===== src/shared/amp_diag_pkg.sv =====
// Constants for the four-channel amplifier load diagnostics block
// ----------------------------------------------------------------
// ----------------------------------------------------------------
`default_nettype none
package amp_diag_pkg;
    localparam int unsigned CLK_MHZ = 125;
    localparam int unsigned OFFSET_STEP_MS = 15;
    localparam int unsigned OFFSET_STEP_CYCLES = CLK_MHZ * 1000 * OFFSET_STEP_MS;
    localparam int unsigned MEAS_MS = 10;
    localparam int unsigned MEAS_CYCLES = CLK_MHZ * 1000 * MEAS_MS;
    localparam int unsigned TMR_W = 22;
    localparam int unsigned NUM_CH = 4;
    // Register map, byte addresses
    localparam logic [7:0] ADDR_CTRL = 8'h00;
    localparam logic [7:0] ADDR_STATUS = 8'h04;
    localparam logic [7:0] ADDR_CH0 = 8'h08;
    localparam logic [7:0] ADDR_CH3 = 8'h14;
    // Control register fields
    localparam int unsigned B_START = 0;
    localparam int unsigned B_DIAG = 1;
    localparam int unsigned B_AC = 2;
    localparam int unsigned B_CURSEL = 3;
    localparam int unsigned B_RDSEL = 4;
    localparam int unsigned B_BESTEFF = 5;
    localparam int unsigned CTRL_W = 6;
    localparam logic [5:0] CTRL_RST = 6'h00;
    // Status register fields
    localparam int unsigned B_BUSY = 0;
    localparam int unsigned B_RUN = 1;
    localparam int unsigned B_POR = 2;
    localparam int unsigned B_STARTED = 3;
    // Load codes
    localparam logic [1:0] CODE_NORMAL = 2'h0;
    localparam logic [1:0] CODE_LINE = 2'h1;
    localparam logic [1:0] CODE_OPEN = 2'h2;
    localparam logic [1:0] CODE_INVALID = 2'h3;
    localparam logic [2:0] AC_CROSS_COUNT = 3'h4;
    localparam logic [2:0] RD_SEQ_FULL = 3'h4;
    typedef enum logic [2:0] {ST_IDLE, ST_RAMP, ST_MEAS, ST_FALL, ST_START, ST_RUN} seq_state_t;
endpackage : amp_diag_pkg
`default_nettype wire


===== src/logic/seq_timer.sv =====
// Down-counting interval timer with a one-cycle expiry pulse
`timescale 1ns/1ps
`default_nettype none
module seq_timer
    import amp_diag_pkg::*;
(
    // Clock and control
    input wire logic clk_i,
    input wire logic rst_i,
    input wire logic ce_i,
    // Load
    input wire logic load_i,
    input wire logic [TMR_W-1:0] count_i,
    // Expiry
    output logic done_o
);
    logic [TMR_W-1:0] cnt_ff;
    logic run_ff;
    logic done_ff;
    wire last = run_ff && (cnt_ff == TMR_W'(1));

    always_ff @(posedge clk_i) begin
        if (rst_i) begin
            cnt_ff <= '0;
            run_ff <= 1'b0;
            done_ff <= 1'b0;
        end else if (ce_i) begin
            done_ff <= last && !load_i;
            if (load_i) begin
                cnt_ff <= count_i;
                run_ff <= 1'b1;
            end else if (run_ff) begin
                cnt_ff <= cnt_ff - TMR_W'(1);
                run_ff <= !last;
            end
        end
    end

    assign done_o = done_ff;
endmodule : seq_timer
`default_nettype wire


===== src/logic/chan_diag.sv =====
// Per-channel result latches: load code, short flags, offset latch, AC counter
`timescale 1ns/1ps
`default_nettype none
module chan_diag
    import amp_diag_pkg::*;
(
    // Clock and control
    input wire logic clk_i,
    input wire logic rst_i,
    input wire logic ce_i,
    // Start-up diagnostic
    input wire logic diag_start_i,
    input wire logic diag_done_i,
    input wire logic invalid_i,
    input wire logic [1:0] dc_code_i,
    input wire logic short_load_i,
    input wire logic short_supply_i,
    input wire logic short_ground_i,
    input wire logic read_clear_i,
    input wire logic in_window_i,
    // AC detection
    input wire logic ac_reset_i,
    input wire logic ac_active_i,
    input wire logic peak_cross_i,
    // Results
    output logic [1:0] code_o,
    output logic [2:0] shorts_o,
    output logic offset_o,
    output logic ac_flag_o
);
    logic [1:0] code_ff;
    logic [2:0] shorts_ff;
    logic offset_ff;
    logic ac_ff;
    logic [2:0] cross_ff;
    wire [2:0] short_evt = {short_load_i, short_supply_i, short_ground_i};
    wire cross_ok = ac_active_i && peak_cross_i && !ac_ff;

    always_ff @(posedge clk_i) begin
        if (rst_i) begin
            code_ff <= CODE_INVALID;
            shorts_ff <= 3'h0;
            offset_ff <= 1'b0;
        end else if (ce_i) begin
            if (diag_start_i) begin
                code_ff <= CODE_INVALID;
            end else if (diag_done_i) begin
                code_ff <= invalid_i ? CODE_INVALID : dc_code_i;
            end
            // Event wins over the read clear
            shorts_ff <= short_evt | (shorts_ff & {3{!read_clear_i}});
            if (read_clear_i) begin
                offset_ff <= 1'b1;
            end else if (in_window_i) begin
                offset_ff <= 1'b0;
            end
        end
    end

    always_ff @(posedge clk_i) begin
        if (rst_i) begin
            cross_ff <= 3'h0;
            ac_ff <= 1'b0;
        end else if (ce_i) begin
            if (ac_reset_i) begin
                cross_ff <= 3'h0;
                ac_ff <= 1'b0;
            end else if (cross_ok) begin
                cross_ff <= cross_ff + 3'h1;
                ac_ff <= (cross_ff == AC_CROSS_COUNT - 3'h1);
            end
        end
    end

    assign code_o = code_ff;
    assign shorts_o = shorts_ff;
    assign offset_o = offset_ff;
    assign ac_flag_o = ac_ff;
endmodule : chan_diag
`default_nettype wire


===== src/logic/amp_load_diagnostics.sv =====
// Load diagnostics sequencer and Wishbone register file for four channels
//
// The address map and register access over Wishbone were chosen for this implementation.
`timescale 1ns/1ps
`default_nettype none
module amp_load_diagnostics
    import amp_diag_pkg::*;
#(
    parameter int unsigned OFFSET_STEP_CYC = OFFSET_STEP_CYCLES,
    parameter int unsigned MEAS_CYC = MEAS_CYCLES
) (
    // Clock, reset, enable
    input wire logic clk_i,
    input wire logic rst_i,
    input wire logic ce_i,
    // Wishbone slave
    input wire logic wb_cyc_i,
    input wire logic wb_stb_i,
    input wire logic wb_we_i,
    input wire logic [7:0] wb_adr_i,
    input wire logic [3:0] wb_sel_i,
    input wire logic [31:0] wb_dat_i,
    output logic [31:0] wb_dat_o,
    output logic wb_ack_o,
    // Analog measurement results
    input wire logic [7:0] dc_code_i,
    input wire logic [3:0] over_3v5_i,
    input wire logic supply_dip_i,
    input wire logic supply_fault_i,
    input wire logic [3:0] short_load_i,
    input wire logic [3:0] short_supply_i,
    input wire logic [3:0] short_ground_i,
    input wire logic [3:0] in_window_i,
    input wire logic [3:0] peak_cross_i,
    // Amplifier status
    input wire logic midtap_reached_i,
    input wire logic shutdown_done_i,
    // Analog and amplifier control
    output logic offset_gen_o,
    output logic offset_raise_o,
    output logic amp_start_o,
    output logic ac_detect_o,
    output logic ac_high_current_o,
    output logic diag_release_o
);
    // ------------------------------------------------------------
    // Bus decode
    // ------------------------------------------------------------
    logic ack_ff;
    logic [31:0] dat_ff;
    logic [CTRL_W-1:0] ctrl_ff;
    logic [2:0] rd_seq_ff;
    logic read_clear_ff;
    wire take = wb_cyc_i && wb_stb_i && !ack_ff;
    wire rd = take && !wb_we_i;
    wire adr_ctrl = (wb_adr_i == ADDR_CTRL);
    wire adr_stat = (wb_adr_i == ADDR_STATUS);
    wire [7:0] ch_off = wb_adr_i - ADDR_CH0;
    wire [1:0] ch_idx = ch_off[3:2];
    wire ch_hit = (wb_adr_i >= ADDR_CH0) && (wb_adr_i <= ADDR_CH3) && (wb_adr_i[1:0] == 2'h0);
    wire wr_ctrl = take && wb_we_i && wb_sel_i[0] && adr_ctrl;
    wire [CTRL_W-1:0] ctrl_new = wb_dat_i[CTRL_W-1:0];
    wire start_rise = wr_ctrl && ctrl_new[B_START] && !ctrl_ff[B_START];
    wire diag_rise = wr_ctrl && ctrl_new[B_DIAG] && !ctrl_ff[B_DIAG];
    wire ac_rise = wr_ctrl && ctrl_new[B_AC] && !ctrl_ff[B_AC];
    // Five words in order: channels 0..3, then status
    wire seq_step = rd && ch_hit && (ch_idx == rd_seq_ff[1:0]) && (rd_seq_ff < RD_SEQ_FULL);
    wire seq_first = rd && ch_hit && (ch_idx == 2'h0);
    wire full_read = rd && adr_stat && (rd_seq_ff == RD_SEQ_FULL);
    wire [2:0] nxt_rd_seq = seq_step ? rd_seq_ff + 3'h1 : (seq_first ? 3'h1 : 3'h0);

    // ------------------------------------------------------------
    // Sequencer state
    // ------------------------------------------------------------
    seq_state_t state_ff;
    seq_state_t nxt_state;
    logic busy_ff;
    logic raise_ff;
    logic gen_ff;
    logic amp_ff;
    logic run_ff;
    logic started_ff;
    logic por_ff;
    logic abort_ff;
    logic fault_ff;
    logic ac_act_ff;
    logic nxt_raise;
    logic nxt_amp;
    logic ld_ramp;
    logic ld_meas;
    logic done_pulse;
    logic busy_clr;
    logic tmr_done;
    wire in_diag = (state_ff == ST_RAMP) || (state_ff == ST_MEAS) || (state_ff == ST_FALL);
    wire first_stage = (state_ff == ST_RAMP) || (state_ff == ST_MEAS);
    wire can_diag = ((state_ff == ST_IDLE) && !run_ff) || in_diag;
    wire diag_go = can_diag && wr_ctrl && ctrl_new[B_DIAG] && (diag_rise || start_rise);
    wire plain_start = (state_ff == ST_IDLE) && !run_ff && start_rise && !ctrl_new[B_DIAG];
    wire over_any = |over_3v5_i;
    wire ac_active = ctrl_ff[B_AC] && started_ff && !ctrl_ff[B_BESTEFF];
    wire [TMR_W-1:0] tmr_count = ld_meas ? TMR_W'(MEAS_CYC) : TMR_W'(OFFSET_STEP_CYC);

    seq_timer u_timer (
        .clk_i(clk_i),
        .rst_i(rst_i),
        .ce_i(ce_i),
        .load_i(ld_ramp || ld_meas),
        .count_i(tmr_count),
        .done_o(tmr_done)
    );

    always_comb begin
        nxt_state = state_ff;
        nxt_raise = raise_ff;
        nxt_amp = amp_ff;
        ld_ramp = 1'b0;
        ld_meas = 1'b0;
        done_pulse = 1'b0;
        busy_clr = 1'b0;
        case (state_ff)
            ST_IDLE: begin
                if (plain_start) begin
                    nxt_amp = 1'b1;
                    nxt_state = ST_START;
                end
            end
            ST_RAMP: begin
                if (over_any) begin
                    ld_ramp = 1'b1;
                    nxt_state = ST_FALL;
                end else if (tmr_done) begin
                    nxt_raise = 1'b1;
                    ld_meas = 1'b1;
                    nxt_state = ST_MEAS;
                end
            end
            ST_MEAS: begin
                if (over_any || tmr_done) begin
                    ld_ramp = 1'b1;
                    nxt_state = ST_FALL;
                end
            end
            ST_FALL: begin
                if (tmr_done) begin
                    nxt_raise = 1'b0;
                    done_pulse = 1'b1;
                    if (ctrl_ff[B_START]) begin
                        nxt_amp = 1'b1;
                        nxt_state = ST_START;
                    end else begin
                        busy_clr = 1'b1;
                        nxt_state = ST_IDLE;
                    end
                end
            end
            ST_START: begin
                if (!ctrl_ff[B_START]) begin
                    nxt_amp = 1'b0;
                    busy_clr = 1'b1;
                    nxt_state = ST_IDLE;
                end else if (midtap_reached_i) begin
                    busy_clr = 1'b1;
                    nxt_state = ST_RUN;
                end
            end
            ST_RUN: begin
                if (!ctrl_ff[B_START]) begin
                    nxt_amp = 1'b0;
                    nxt_state = ST_IDLE;
                end
            end
            default: begin
                nxt_state = ST_IDLE;
            end
        endcase
        if (diag_go) begin
            nxt_state = ST_RAMP;
            nxt_raise = 1'b0;
            ld_ramp = 1'b1;
        end
    end

    always_ff @(posedge clk_i) begin
        if (rst_i) begin
            state_ff <= ST_IDLE;
            raise_ff <= 1'b0;
            gen_ff <= 1'b0;
            amp_ff <= 1'b0;
        end else if (ce_i) begin
            state_ff <= nxt_state;
            raise_ff <= nxt_raise;
            gen_ff <= (nxt_state == ST_RAMP) || (nxt_state == ST_MEAS) || (nxt_state == ST_FALL);
            amp_ff <= nxt_amp;
        end
    end

    // ------------------------------------------------------------
    // Status flags
    // ------------------------------------------------------------
    // Reset acts as power-on reset: busy drops, reset flag rises
    always_ff @(posedge clk_i) begin
        if (rst_i) begin
            busy_ff <= 1'b0;
            por_ff <= 1'b1;
            run_ff <= 1'b0;
            started_ff <= 1'b0;
        end else if (ce_i) begin
            busy_ff <= diag_go || (busy_ff && !busy_clr);
            if (start_rise) begin
                por_ff <= 1'b0;
            end
            if (nxt_amp) begin
                run_ff <= 1'b1;
            end else if (shutdown_done_i) begin
                run_ff <= 1'b0;
            end
            started_ff <= amp_ff && (started_ff || midtap_reached_i);
        end
    end

    always_ff @(posedge clk_i) begin
        if (rst_i) begin
            abort_ff <= 1'b0;
            fault_ff <= 1'b0;
            ac_act_ff <= 1'b0;
        end else if (ce_i) begin
            if (diag_go) begin
                abort_ff <= 1'b0;
                fault_ff <= 1'b0;
            end else begin
                abort_ff <= abort_ff || (first_stage && over_any);
                fault_ff <= fault_ff || (in_diag && (supply_dip_i || supply_fault_i));
            end
            ac_act_ff <= ac_active;
        end
    end

    // ------------------------------------------------------------
    // Channels
    // ------------------------------------------------------------
    logic [1:0] code_w [NUM_CH];
    logic [2:0] shorts_w [NUM_CH];
    logic [NUM_CH-1:0] offset_w;
    logic [NUM_CH-1:0] ac_w;
    logic [31:0] ch_word [NUM_CH];
    wire ch_invalid = abort_ff || fault_ff;

    for (genvar k = 0; k < NUM_CH; k++) begin : g_ch
        chan_diag u_ch (
            .clk_i(clk_i),
            .rst_i(rst_i),
            .ce_i(ce_i),
            .diag_start_i(diag_go),
            .diag_done_i(done_pulse),
            .invalid_i(ch_invalid),
            .dc_code_i(dc_code_i[2*k +: 2]),
            .short_load_i(short_load_i[k]),
            .short_supply_i(short_supply_i[k]),
            .short_ground_i(short_ground_i[k]),
            .read_clear_i(read_clear_ff),
            .in_window_i(in_window_i[k]),
            .ac_reset_i(ac_rise),
            .ac_active_i(ac_active),
            .peak_cross_i(peak_cross_i[k]),
            .code_o(code_w[k]),
            .shorts_o(shorts_w[k]),
            .offset_o(offset_w[k]),
            .ac_flag_o(ac_w[k])
        );
        // Hidden results stay stored; only the view changes
        assign ch_word[k] = {26'h000_0000,
                             ctrl_ff[B_RDSEL] ? {1'b0, ac_w[k]} : code_w[k],
                             shorts_w[k][2], offset_w[k], shorts_w[k][1:0]};
    end

    // ------------------------------------------------------------
    // Register file
    // ------------------------------------------------------------
    wire [31:0] stat_word = {28'h000_0000, started_ff, por_ff, run_ff, busy_ff};
    wire [31:0] ctrl_word = {26'h000_0000, ctrl_ff};
    wire [31:0] rd_word = adr_ctrl ? ctrl_word :
                          adr_stat ? stat_word :
                          ch_hit ? ch_word[ch_idx] : 32'h0000_0000;

    always_ff @(posedge clk_i) begin
        if (rst_i) begin
            ack_ff <= 1'b0;
            dat_ff <= 32'h0000_0000;
            ctrl_ff <= CTRL_RST;
            rd_seq_ff <= 3'h0;
            read_clear_ff <= 1'b0;
        end else if (ce_i) begin
            ack_ff <= take;
            read_clear_ff <= full_read;
            if (take) begin
                rd_seq_ff <= nxt_rd_seq;
            end
            if (rd) begin
                dat_ff <= rd_word;
            end
            if (wr_ctrl) begin
                ctrl_ff <= ctrl_new;
            end
        end
    end

    assign wb_ack_o = ack_ff;
    assign wb_dat_o = dat_ff;
    assign offset_gen_o = gen_ff;
    assign offset_raise_o = raise_ff;
    assign amp_start_o = amp_ff;
    assign ac_detect_o = ac_act_ff;
    assign ac_high_current_o = ctrl_ff[B_CURSEL];
    assign diag_release_o = ctrl_ff[B_START];
endmodule : amp_load_diagnostics
`default_nettype wire


===== config.mk =====
export PLATFORM = sky130hd
export DESIGN_NAME = amp_load_diagnostics
export DESIGN_NICKNAME = d
export VERILOG_FILES = /design/src/shared/amp_diag_pkg.sv /design/src/logic/seq_timer.sv /design/src/logic/chan_diag.sv /design/src/logic/amp_load_diagnostics.sv
export SDC_FILE = /design/constraint.sdc
export NUM_CORES = 1
export LEC_CHECK = 0
export ABC_AREA = 1
export BUFFER_PORTS_ARGS = -buffer_cell sky130_fd_sc_hd__buf_2
export CORE_MARGIN = 4
export CORE_UTILIZATION = 59
export CTS_CLUSTER_SIZE = 8
export DETAILED_ROUTE_END_ITERATION = 8
export GPL_TIMING_DRIVEN = 0
export PLACE_DENSITY = 0.93
export RECOVER_POWER = 100
export SYNTH_ARGS = -nofsm -noshare
export SYNTH_HDL_FRONTEND = slang
export SYNTH_SLANG_ARGS = --single-unit

===== constraint.sdc =====
create_clock -name clk_i -period 5.3 [get_ports clk_i]
set_clock_uncertainty 0.2 [all_clocks]
set_input_delay 0.53 -clock clk_i [delete_from_list [all_inputs] [get_ports clk_i]]
set_output_delay 0.53 -clock clk_i [all_outputs]
set_load 0.1 [all_outputs]

==> summary.md, run 1 <==
| Metric | Value |
|---|---|
| Pins Over Slew Limit | `0` |
| CTS max path bufs | `2` |
| GR Util All Layers | `26.61%` |
| HPWL after detailed placement | `~11000 um` |
| CP endpoint kind | `register` |
| Drc violations | `0` |
| Core area | `just over 0.009 mm^2` |
| Wirelength per Cell | `14.51 um` |
| Layout fillers | `a little over 800` |
| Mapped Cells | `806` |
| H-tree Lvls | `3` |
| Initial Utilization | `60.41%` |
| Post-CTS Hold Buffers | `0` |
| Drt pass-1 iters | `7` |
| Total of max-cap violations | `0` |
| WL final | `14870 um` |
| CTS tree | `built` |
| LEAKAGE | `0.002981 uW` |
| Antenna Cells | `0` |
| Critical setup path kind | `register to register` |
| Via count | `5689` |
| Cell family with most CP delay | `simple AND/OR/NAND/NOR gates` |
| Total CTS buffers | `9` |
| Maximum operating frequency | `360.7 MHz` |
| Synth cell types | `46` |
| Max VDD drop | `between 0.1 and 0.15 mV` |
| Setup TNS Final | `0 ns` |
| Worst EP arrival | `2.86 ns` |
| Most frequent cells in the layout | `199 x nand2_1, 112 x nor2_1, 94 x dfxtp_1, 85 x a21oi_1, 57 x inv_1` |
| RSZ-0062 raised after global routing | `false` |
| Period minus WS final | `2.772 ns` |
| Slowest cell delay on critical path | `0.43 ns` |
| Sequential share of the synthesized area | `33.87%` |
| Post-route ant nets | `0` |
| Gr ovfl total | `0` |
| Commonest non-fill, non-tap cell in the layout | `nand2_1` |
| Ports | `about 130` |
| Resized cells post-CTS | `0` |
| Register Area | `0.001882 mm^2` |
| Final net count | `1007` |
| Flops & latches, synth | `94` |
| Gpl congestion | `0.9144` |
| Crit-path max FO | `10` |
| Worst slew pin tran | `1.205 ns` |
| Fin crit share | `52.30%` |
| Slowest cell on crit path | `clkbuf_1` |
| Die Span X | `105.0 um` |
| Dpl cells | `1009` |
| Syn avg cell area | `6.892 um^2` |
| PortBufs | `67` |
| Largest net degree at the start of global routing | `16` |
| Clock Latency Late Sink | `0.38 ns` |
| Post-CTS setup buffers | `0` |
| Worst slew margin | `20.02%` |
| Die area | `0.01103 mm^2` |
| Pwr Total | `1440 uW` |
| Die height | `~110 um` |
| CTS root buf | `clkbuf_8` |
| Fin cells | `1025` |
| Hold Path Class | `input port to register` |
| CP dominant cell by count | `nand2_1` |
| Final hold viol count | `0` |
| Multi-input logic area | `0.003043 mm^2` |
| Site Rows | `35` |
| CTS clk-pin slew, worst paths | `about 0.10 ns` |
| Setup Viol. Count Final | `0` |
| Layout area overhead | `11.28%` |
| First-pass GRT wire length | `between 20000 and 25000 um` |
| Vias in the first global route | `5081` |
| Crit path cell chain | `inv_1 -> nor3_1 -> nand2_2 -> nand2_1 -> clkinvlp_2 -> nand2_1 -> nand2_4 -> nand2_1 -> clkbuf_1 -> nand2_1 -> a21oi_1` |
| Layout cells sized above 1 | `between 15 and 20%` |
| Pwr Density | `232.9 mW/mm^2` |
| Initial antenna violation count | `0` |
| Outcome | `completed` |
| Worst setup SP type | `register` |
| Synthesis Warnings | `0` |
| CP required | `5.39 ns` |
| Clock sinks | `94` |
| Iter 0 DRT Violations | `644` |
| Via/cell ratio | `5.550` |
| Mapped Area | `0.005555 mm^2` |
| WP buf/inv | `3` |
cells in the mapped netlist, drive strengths merged:
master | instances | share of area, %
a21oi | 90 | 8.6
a22oi | 4 | 0.54
a32oi | 1 | 0.16
a41oi | 1 | 0.16
buf | 44 | 6.2
clkbuf | 13 | 0.88
clkinv | 1 | 0.16
conb | 1 | 0.068
dfxtp | 94 | 34
ha | 12 | 2.7
inv | 63 | 4.3
nand2 | 212 | 16
nand3 | 40 | 3.6
nand3b | 10 | 1.4
nand4 | 20 | 2.5
nor2 | 118 | 9.1
nor3 | 6 | 0.92
nor4 | 1 | 0.11
o211ai | 1 | 0.14
o21ai | 55 | 5.2
o221ai | 2 | 0.32
o22ai | 1 | 0.11
o31ai | 2 | 0.27
or2 | 1 | 0.11
xnor2 | 6 | 0.95
xor2 | 7 | 1.1
cell type report:
cell class,instances,area share [%]
Sequential cell,94,30.44
Clock inverter,5,0.9310
Clock buffer,11,2.449
Multi-Input combinational cell,616,49.22
Inverter,64,3.987
Buffer,57,5.586
Timing Repair Buffer,67,5.141
Tap cell,111,2.247
path summary, 6_finish.rpt:
kind | from | end | slack, ns | cells past startpoint
worst max-delay path | state_ff[0] | u_timer.cnt_ff[13] | 2.53 | 11
worst min-delay path | short_supply_i[1] | g_ch[1].u_ch.shorts_o[1] | 0.20 | 3
worst max register to register | state_ff[0] | u_timer.cnt_ff[13] | 2.53 | 11
worst min register to register | g_ch[0].u_ch.shorts_o[0] | g_ch[0].u_ch.shorts_o[0] | 0.27 | 2
state kept, by name, indices dropped and copies added, names as in the netlist, 3 cells and up:
register             cells
g_ch.u_ch.cross_ff      12
u_timer.cnt_ff          22
rd_seq_ff                3
ctrl_ff                  6
g_ch.u_ch.code_o         8
g_ch.u_ch.offset_o       4
g_ch.u_ch.ac_flag_o      4
g_ch.u_ch.shorts_o      12
wb_dat_o                 6
state_ff                 3
routing by layer:
metal	up-vias	global-route usage (%)	share of wire (%)
met5	-	0	0
met4	0	9.934	2.3
met3	44	4.385	9.9
met2	301	44.13	47
met1	2552	34.73	41
li1	2792	-	-
power by group:
group / switching, uW / total, uW / internal [uW]
Combinational: 163 / 217 / 53.6
Clock: 259 / 503 / 244
Sequential: 5.47 / 720 / 715
kinds of logic after synthesis:
logic type / synth area share, %
and+or+nand+nor: 34.17
adders and majority gates: 2.703
xor gates and xnor gates: 2.050
DFF: 33.87
buffers and inverters: 11.58
AOI/OAI and AO/OA: 15.56
other: 0.06750
metrics by stage:
stage | hold slack [ns] | setup slack [ns] | utilization, % | area, um^2
after CTS | 0.2028 | 3.271 | 68.86 | 6332
after global routing | 0.2196 | 2.203 | 67.22 | 6182
after global placement | 0.2479 | 3.075 | 66.59 | 6123
final | 0.2015 | 2.528 | 67.22 | 6182
after detailed placement | 0.2523 | 3.066 | 66.59 | 6123
after floorplan | 0.2309 | 2.973 | - | 5649
tightest hold or removal path: cells and delay by family:
kind / cells / cell delay (ns)
buffers and inverters: 1 / 0.10
AND/OR/NAND/NOR: 1 / 0.05
AO/OA/AOI/OAI: 1 / 0.06
No activity file was read; power rests on OpenSTA's default activity.
==> run 2: changes to the inputs <==
--- a/config.mk
+++ b/config.mk
@@ -8,11 +8,11 @@
 export ABC_AREA = 1
 export BUFFER_PORTS_ARGS = -buffer_cell sky130_fd_sc_hd__buf_2
 export CORE_MARGIN = 4
-export CORE_UTILIZATION = 59
+export CORE_UTILIZATION = 50
 export CTS_CLUSTER_SIZE = 8
 export DETAILED_ROUTE_END_ITERATION = 8
 export GPL_TIMING_DRIVEN = 0
-export PLACE_DENSITY = 0.93
+export PLACE_DENSITY = 0.85
 export RECOVER_POWER = 100
 export SYNTH_ARGS = -nofsm -noshare
 export SYNTH_HDL_FRONTEND = slang
==> constraint.sdc (replaced) <==
create_clock -name clk_i -period 2.45 [get_ports clk_i]
set_clock_uncertainty 0.2 [all_clocks]
set_input_delay 0.245 -clock clk_i [delete_from_list [all_inputs] [get_ports clk_i]]
set_output_delay 0.245 -clock clk_i [all_outputs]
set_load 0.1 [all_outputs]
==> summary.md, run 2 (same netlist as run 1, synthesis figures left out) <==
| Metric | Value |
|---|---|
| Hold_sp | `dc_code_i[3] (was short_supply_i[1])` |
| Commonest non-fill, non-tap cell in the layout | `nand2_1 (unchanged)` |
| Outcome | `completed (unchanged)` |
| Setup TNS Final | `0 ns (unchanged)` |
| Setup Viol. Count Final | `0 (unchanged)` |
| CP required | `2.52 ns (was 5.39 ns)` |
| H-tree Lvls | `3 (unchanged)` |
| Register Area | `0.001883 mm^2 (was 0.001882 mm^2)` |
| Largest net degree at the start of global routing | `17 (was 16)` |
| Layout area overhead | `19.37% (was 11.28%)` |
| Placed Area | `0.006160 mm^2 (was 0.006123 mm^2)` |
| Crit path cell chain | `dlygate4sd3_1 -> buf_2 -> nand2_2 -> nand2_1 -> nand2_1 -> inv_1 -> nand2_1 -> nor2_4 -> nand2_4 -> nand2_4 -> buf_8 -> a21oi_2 -> dlygate4sd3_1 -> o21ai_2 (was inv_1 -> nor3_1 -> nand2_2 -> nand2_1 -> clkinvlp_2 -> nand2_1 -> nand2_4 -> nand2_1 -> clkbuf_1 -> nand2_1 -> a21oi_1)` |
| Maximum operating frequency | `429.6 MHz` |
| Core area | `0.01084 mm^2 (was 0.009196 mm^2)` |
| PortBufs | `67 (unchanged)` |
| CP dominant cell by count | `nand2_1 (unchanged)` |
| Final instance area | `0.006631 mm^2 (was 0.006182 mm^2)` |
| LEAKAGE | `0.003150 uW (was 0.002981 uW)` |
| Slowest cell delay on critical path | `0.57 ns (was 0.43 ns)` |
| Initial antenna violation count | `1 (was 0)` |
| Cell family with most CP delay | `buffers and inverters (was simple AND/OR/NAND/NOR gates)` |
| Iter 0 DRT Violations | `450 (was 644)` |
| Multi-input logic area | `0.003092 mm^2 (was 0.003043 mm^2)` |
| First-pass GRT wire length | `24600 um (was 24090 um)` |
| HPWL after detailed placement | `11030 um (was 10920 um)` |
| Clock sinks | `94 (unchanged)` |
| Max VDD drop | `0.2762 mV (was 0.1133 mV)` |
| Reg-to-reg critical path startpoint | `wb_ack_o (was state_ff[0])` |
| Final core occ | `61.17% (was 67.22%)` |
| Initial Utilization | `51.25% (was 60.41%)` |
| WL final | `15280 um (was 14870 um)` |
| Reg2reg setup slack | `0.14 ns (was 2.53 ns)` |
| Die height | `113.4 um (was 105.0 um)` |
| Worst Hold End | `g_ch[1].u_ch.code_o[1] (was g_ch[1].u_ch.shorts_o[1])` |
| Largest Register | `u_timer.cnt_ff (unchanged)` |
| CTS tree | `built (unchanged)` |
| Fin crit share | `95.02%` |
| Hold Path Class | `input port to register (unchanged)` |
| GR Util All Layers | `23.61% (was 26.61%)` |
| R2r endpoint | `g_ch[2].u_ch.code_o[1] (was u_timer.cnt_ff[13])` |
| Ports | `125 (unchanged)` |
| Hold Path Depth | `4 (was 3)` |
| Total of max-cap violations | `0 (unchanged)` |
| CTS max path bufs | `2 (unchanged)` |
| Site Rows | `38 (was 35)` |
| Gr ovfl total | `0 (unchanged)` |
| Die Span X | `113.4 um (was 105.0 um)` |
| Pwr Density | `477.0 mW/mm^2 (was 232.9 mW/mm^2)` |
| Final net count | `1041 (was 1007)` |
| Fin Hold WS | `0.01060 ns (was 0.2015 ns)` |
| WP buf/inv | `5 (was 3)` |
| Slowest cell on crit path | `dlygate4sd3_1 (was clkbuf_1)` |
| Critical setup path kind | `input port to register (was register to register)` |
| Pins Over Slew Limit | `0 (unchanged)` |
| Final hold viol count | `0 (unchanged)` |
| CTS clk-pin slew, worst paths | `0.10 ns (about the same)` |
| Crit-path max FO | `10 (unchanged)` |
| Drt pass-1 iters | `5 (was 7)` |
| Drc violations | `0 (unchanged)` |
| Pwr Total | `3163 uW (was 1440 uW)` |
| Worst slew pin tran | `1.223 ns (was 1.205 ns)` |
| RSZ-0062 raised after global routing | `false (unchanged)` |
| Worst slew margin | `18.81% (was 20.02%)` |
| Via count | `5726 (was 5689)` |
| Wirelength per Cell | `14.03 um (was 14.51 um)` |
| Via/cell ratio | `5.258 (was 5.550)` |
| Reg2reg path depth | `10 (was 11)` |
| Layout cells sized above 1 | `16.77% (was 15.43%)` |
| Layout fillers | `982 (was 818)` |
| Die area | `0.01286 mm^2 (was 0.01103 mm^2)` |
| Gpl congestion | `0.9335 (was 0.9144)` |
| CP endpoint kind | `register (unchanged)` |
| Period minus WS final | `2.328 ns` |
| Worst setup SP type | `input port (was register)` |
| CTS root buf | `clkbuf_8 (unchanged)` |
| Total CTS buffers | `9 (unchanged)` |
| Clock Latency Late Sink | `0.37 ns (was 0.38 ns)` |
| Worst EP arrival | `2.40 ns (was 2.86 ns)` |
| Max FFs per register | `22 (unchanged)` |
| Most frequent cells in the layout | `194 x nand2_1, 108 x nor2_1, 93 x dfxtp_1, 88 x a21oi_1, 57 x buf_2 (was 199 x nand2_1, 112 x nor2_1, 94 x dfxtp_1, 85 x a21oi_1, 57 x inv_1)` |
| Post-route ant nets | `0 (unchanged)` |
| Vias in the first global route | `5165 (was 5081)` |
==> run 2: cell types whose count changed in the layout (fill, tap and decap cells not counted), moves of 3 or more <==
| cell | change |
|---|---|
| nor2_1 | -4 |
| clkbuf_1 | -7 |
| dlygate4sd3_1 | +32 |
| clkbuf_2 | +3 |
| o21ai_1 | +7 |
| a21oi_1 | +3 |
| nand2_4 | +3 |
| nor2_4 | +3 |
| o21ai_0 | -7 |
| nand2_1 | -5 |
==> run 2: how the worst max path moves through the flow <==
| stage | from | endpoint | depth (start not counted) |
|---|---|---|---|
| after floorplan | ctrl_ff[0] | g_ch[1].u_ch.code_o[1] | 10 |
| after global placement | wb_adr_i[2] | u_timer.cnt_ff[17] | 13 |
| after detailed placement | wb_adr_i[2] | g_ch[3].u_ch.cross_ff[0] | 11 |
| after CTS | wb_ack_o | g_ch[2].u_ch.code_o[1] | 10 |
| after global routing | wb_dat_i[0] | u_timer.cnt_ff[19] | 13 |
| final | wb_dat_i[0] | g_ch[2].u_ch.code_o[1] | 14 |
==> run 2: what timing repair did <==
item / CTS / global route
gates resized for setup: 0 / 5
endpoints found under the setup margin: 0 / 1
hold endpoints to repair: 32 / 0
hold buffers: 32 / 0
setup buffers: 0 / 3
==> run 2: where the power goes <==
part	total [uW]	internal (uW)	leakage [uW]	switching (uW)
Clock	1090	506	0.0000993	586
Sequential	1560	1550	0.000761	12.6
Combinational	513	152	0.00229	361
==> run 2: area by class of cell <==
cell class | instances | share of cell area, %
Multi-Input combinational cell | 616 | 46.62
Sequential cell | 94 | 28.40
Antenna cell | 1 | 0.03774
Tap cell | 140 | 2.642
Inverter | 64 | 3.736
Timing Repair Buffer | 102 | 9.962
Clock buffer | 10 | 2.075
Buffer | 56 | 5.509
Clock inverter | 6 | 1.019
==> run 2: worst reg2reg max path, stage by stage, from the launching register on <==
cell,delay (ns)
dfxtp_1,0.34
nand3b_1,0.25
nor2_4,0.21
nand2_4,0.08
nor2_4,0.14
nand2_4,0.11
nand2_4,0.10
buf_8,0.14
a21oi_2,0.06
dlygate4sd3_1,0.57
o21ai_2,0.05
==> run 2: per-stage QoR <==
| stage | std cells | setup WS [ns] |
|---|---|---|
| after CTS | 1086 | 0.02492 |
| after floorplan | 831 | 0.1229 |
| final | 1089 | 0.1220 |
| after detailed placement | 1038 | 0.4750 |
| after global routing | 1089 | 0.02093 |
| after global placement | 1038 | 0.5020 |
==> run 2: metal layers <==
metal / wire length (um) / vias to the layer above / global-route usage, %
li1: - / 2848 / -
met1: 6549 / 2627 / 30.35
met2: 7298 / 220 / 39.77
met3: 1061 / 31 / 4.191
met4: 373 / 0 / 8.654
met5: 0 / - / 0
==> run 3: changes to the inputs <==
--- a/config.mk
+++ b/config.mk
@@ -8,11 +8,12 @@
 export ABC_AREA = 1
 export BUFFER_PORTS_ARGS = -buffer_cell sky130_fd_sc_hd__buf_2
 export CORE_MARGIN = 4
-export CORE_UTILIZATION = 50
+export CORE_UTILIZATION = 51
+export CTS_BUF_LIST = sky130_fd_sc_hd__clkbuf_8
 export CTS_CLUSTER_SIZE = 8
 export DETAILED_ROUTE_END_ITERATION = 8
 export GPL_TIMING_DRIVEN = 0
-export PLACE_DENSITY = 0.85
+export PLACE_DENSITY = 0.86
 export RECOVER_POWER = 100
 export SYNTH_ARGS = -nofsm -noshare
 export SYNTH_HDL_FRONTEND = slang
==> summary.md, run 3 (same netlist as run 1, synthesis figures left out) <==
| Metric | Value |
|---|---|
| Violated checks | `negative hold slack` |
| Reg2reg path depth | `10 (unchanged)` |
| Layout area overhead | `19.08% (was 19.37%)` |
| Maximum operating frequency | `430.1 MHz (was 429.6 MHz)` |
| Die area | `0.01263 mm^2 (was 0.01286 mm^2)` |
| Commonest non-fill, non-tap cell in the layout | `nand2_1 (unchanged)` |
| Setup TNS Final | `0 ns (unchanged)` |
| Die Span X | `112.4 um (was 113.4 um)` |
| Antenna Cells | `0 (was 1)` |
| Core area | `0.01046 mm^2 (was 0.01084 mm^2)` |
| CP required | `2.58 ns (was 2.52 ns)` |
| Crit-path max FO | `10 (unchanged)` |
| Wirelength per Cell | `14.39 um (was 14.03 um)` |
| Worst EP arrival | `2.46 ns (was 2.40 ns)` |
| Total CTS buffers | `9 (unchanged)` |
| CTS tree | `built (unchanged)` |
| Period minus WS final | `2.325 ns (was 2.328 ns)` |
| H-tree Lvls | `3 (unchanged)` |
| Initial Utilization | `53.10% (was 51.25%)` |
| Vias in the first global route | `5429 (was 5165)` |
| Total of max-cap violations | `0 (unchanged)` |
| WP buf/inv | `2 (was 5)` |
| Critical setup path kind | `register to register (was input port to register)` |
| RSZ-0062 raised after global routing | `false (unchanged)` |
| Worst slew pin tran | `1.208 ns (was 1.223 ns)` |
| Hold Path Depth | `3 (was 4)` |
| Final hold viol count | `1 (was 0)` |
| Setup Viol. Count Final | `0 (unchanged)` |
| Pwr Total | `3238 uW (was 3163 uW)` |
| Max FFs per register | `22 (unchanged)` |
| Fin Hold WS | `-0.004336 ns (was 0.01060 ns)` |
| CP dominant cell by count | `nand2_4 (was nand2_1)` |
| Final net count | `1038 (was 1041)` |
| Largest net degree at the start of global routing | `17 (unchanged)` |
| Reg-to-reg critical path startpoint | `wb_ack_o (unchanged)` |
| Largest Register | `u_timer.cnt_ff (unchanged)` |
| CP endpoint kind | `register (unchanged)` |
| Slowest cell delay on critical path | `0.57 ns (about the same)` |
| Site Rows | `37 (was 38)` |
| Drc violations | `0 (unchanged)` |
| Via/cell ratio | `5.397 (was 5.258)` |
| Ports | `125 (unchanged)` |
| Hold_sp | `ce_i (was dc_code_i[3])` |
| Initial antenna violation count | `0 (was 1)` |
| CTS max path bufs | `2 (unchanged)` |
| Final instance area | `0.006615 mm^2 (was 0.006631 mm^2)` |
| Pins Over Slew Limit | `0 (unchanged)` |
| Cell family with most CP delay | `simple AND/OR/NAND/NOR gates (was buffers and inverters)` |
| Clock sinks | `94 (unchanged)` |
| Post-route ant nets | `0 (unchanged)` |
| R2r endpoint | `g_ch[2].u_ch.code_o[1] (unchanged)` |
| Worst Hold End | `u_timer.run_ff (was g_ch[1].u_ch.code_o[1])` |
| PortBufs | `67 (unchanged)` |
| Clock Latency Late Sink | `0.38 ns (was 0.37 ns)` |
| CTS clk-pin slew, worst paths | `0.11 ns (was 0.10 ns)` |
| Hold Path Class | `input port to register (unchanged)` |
| First-pass GRT wire length | `25270 um (was 24600 um)` |
| Die height | `112.4 um (was 113.4 um)` |
| Iter 0 DRT Violations | `559 (was 450)` |
| Placed Area | `0.006155 mm^2 (was 0.006160 mm^2)` |
| Slowest cell on crit path | `dlygate4sd3_1 (unchanged)` |
| Drt pass-1 iters | `8 (was 5)` |
| Pwr Density | `489.5 mW/mm^2 (was 477.0 mW/mm^2)` |
| Max VDD drop | `0.4016 mV (was 0.2762 mV)` |
| GR Util All Layers | `24.33% (was 23.61%)` |
| Worst setup SP type | `register (was input port)` |
| WL final | `15560 um (was 15280 um)` |
| HPWL after detailed placement | `10980 um (was 11030 um)` |
| Crit path cell chain | `nand3b_1 -> nor2_4 -> nand2_4 -> nor2_4 -> nand2_4 -> nand2_4 -> buf_8 -> a21oi_2 -> o21ai_2 -> dlygate4sd3_1 (was dlygate4sd3_1 -> buf_2 -> nand2_2 -> nand2_1 -> nand2_1 -> inv_1 -> nand2_1 -> nor2_4 -> nand2_4 -> nand2_4 -> buf_8 -> a21oi_2 -> dlygate4sd3_1 -> o21ai_2)` |
| Layout cells sized above 1 | `16.93% (was 16.77%)` |
| Outcome | `finished with violations (was completed)` |
| Gr ovfl total | `0 (unchanged)` |
| Most frequent cells in the layout | `194 x nand2_1, 109 x nor2_1, 93 x dfxtp_1, 85 x a21oi_1, 60 x buf_2 (was 194 x nand2_1, 108 x nor2_1, 93 x dfxtp_1, 88 x a21oi_1, 57 x buf_2)` |
| Reg2reg setup slack | `0.12 ns (was 0.14 ns)` |
| Fin crit share | `94.91% (was 95.02%)` |
| Worst slew margin | `19.83% (was 18.81%)` |
| CTS root buf | `clkbuf_8 (unchanged)` |
| Gpl congestion | `0.9332 (was 0.9335)` |
| LEAKAGE | `0.003158 uW (was 0.003150 uW)` |
| Layout fillers | `924 (was 982)` |
| Critical path depth in cells | `10 (was 14)` |
| Via count | `5834 (was 5726)` |
[run 3: what timing repair did]
| action | 4_1_cts | 5_1_grt |
|---|---|---|
| setup endpoints to repair | 0 | 1 |
| setup buffers | 0 | 2 |
| endpoints found under the hold margin | 28 | 0 |
| hold buffers | 30 | 0 |
| resized for setup | 0 | 4 |
[run 3: routing by layer]
layer | track usage, % | share of wire [%] | up-vias
met5 | 0 | 0 | -
met2 | 41.16 | 47 | 272
met1 | 30.76 | 41 | 2656
met3 | 3.666 | 8.3 | 55
li1 | - | - | 2851
met4 | 10.66 | 3.4 | 0
[run 3: worst max-delay path by stage]
stage                           start                     end  slack (ns)
after floorplan            ctrl_ff[0]  g_ch[1].u_ch.code_o[1]        0.12
after detailed placement  wb_adr_i[7]      u_timer.cnt_ff[17]        0.48
after global routing      state_ff[0]      u_timer.cnt_ff[19]        0.03
final                        wb_ack_o  g_ch[2].u_ch.code_o[1]        0.12
after global placement    wb_adr_i[2]      u_timer.cnt_ff[19]        0.52
after CTS                    wb_ack_o  g_ch[2].u_ch.code_o[1]        0.02
[run 3: area by class of cell]
type / count / area (um^2) / area share (%)
multi-input combinational: 616 / 3084 / 46.62
sequential: 94 / 1883 / 28.47
buffer: 56 / 377.9 / 5.712
clock inverter: 7 / 97.59 / 1.475
inverter: 64 / 247.7 / 3.745
timing repair buffer: 99 / 630.6 / 9.533
clock buffer: 9 / 123.9 / 1.873
tap: 136 / 170.2 / 2.572
[run 3: worst register-to-register path, cell delays in order, from the launching register on]
cell	delay [ns]
dfxtp_1	0.35
nand3b_1	0.25
nor2_4	0.23
nand2_4	0.08
nor2_4	0.12
nand2_4	0.12
nand2_4	0.10
buf_8	0.14
a21oi_2	0.06
o21ai_2	0.06
dlygate4sd3_1	0.57
[run 3: report_power, final]
| part | switching (uW) | internal (uW) |
|---|---|---|
| clock | 585 | 579 |
| combinational | 366 | 149 |
| sequential | 13.4 | 1550 |
| total | 965 | 2270 |
[run 3: metrics by stage]
stage          std cells  util (%)  setup slack (ns)  hold WS (ns)
2_1_floorplan        831         -            0.1229        0.1932
5_1_grt             1081     63.23           0.03027     -0.004214
4_1_cts             1080     63.81           0.01502      0.003231
3_5_place_dp        1034     58.83            0.4768        0.2533
6_report            1081     63.23            0.1248     -0.004336
3_3_place_gp        1034     58.83            0.5206        0.2482
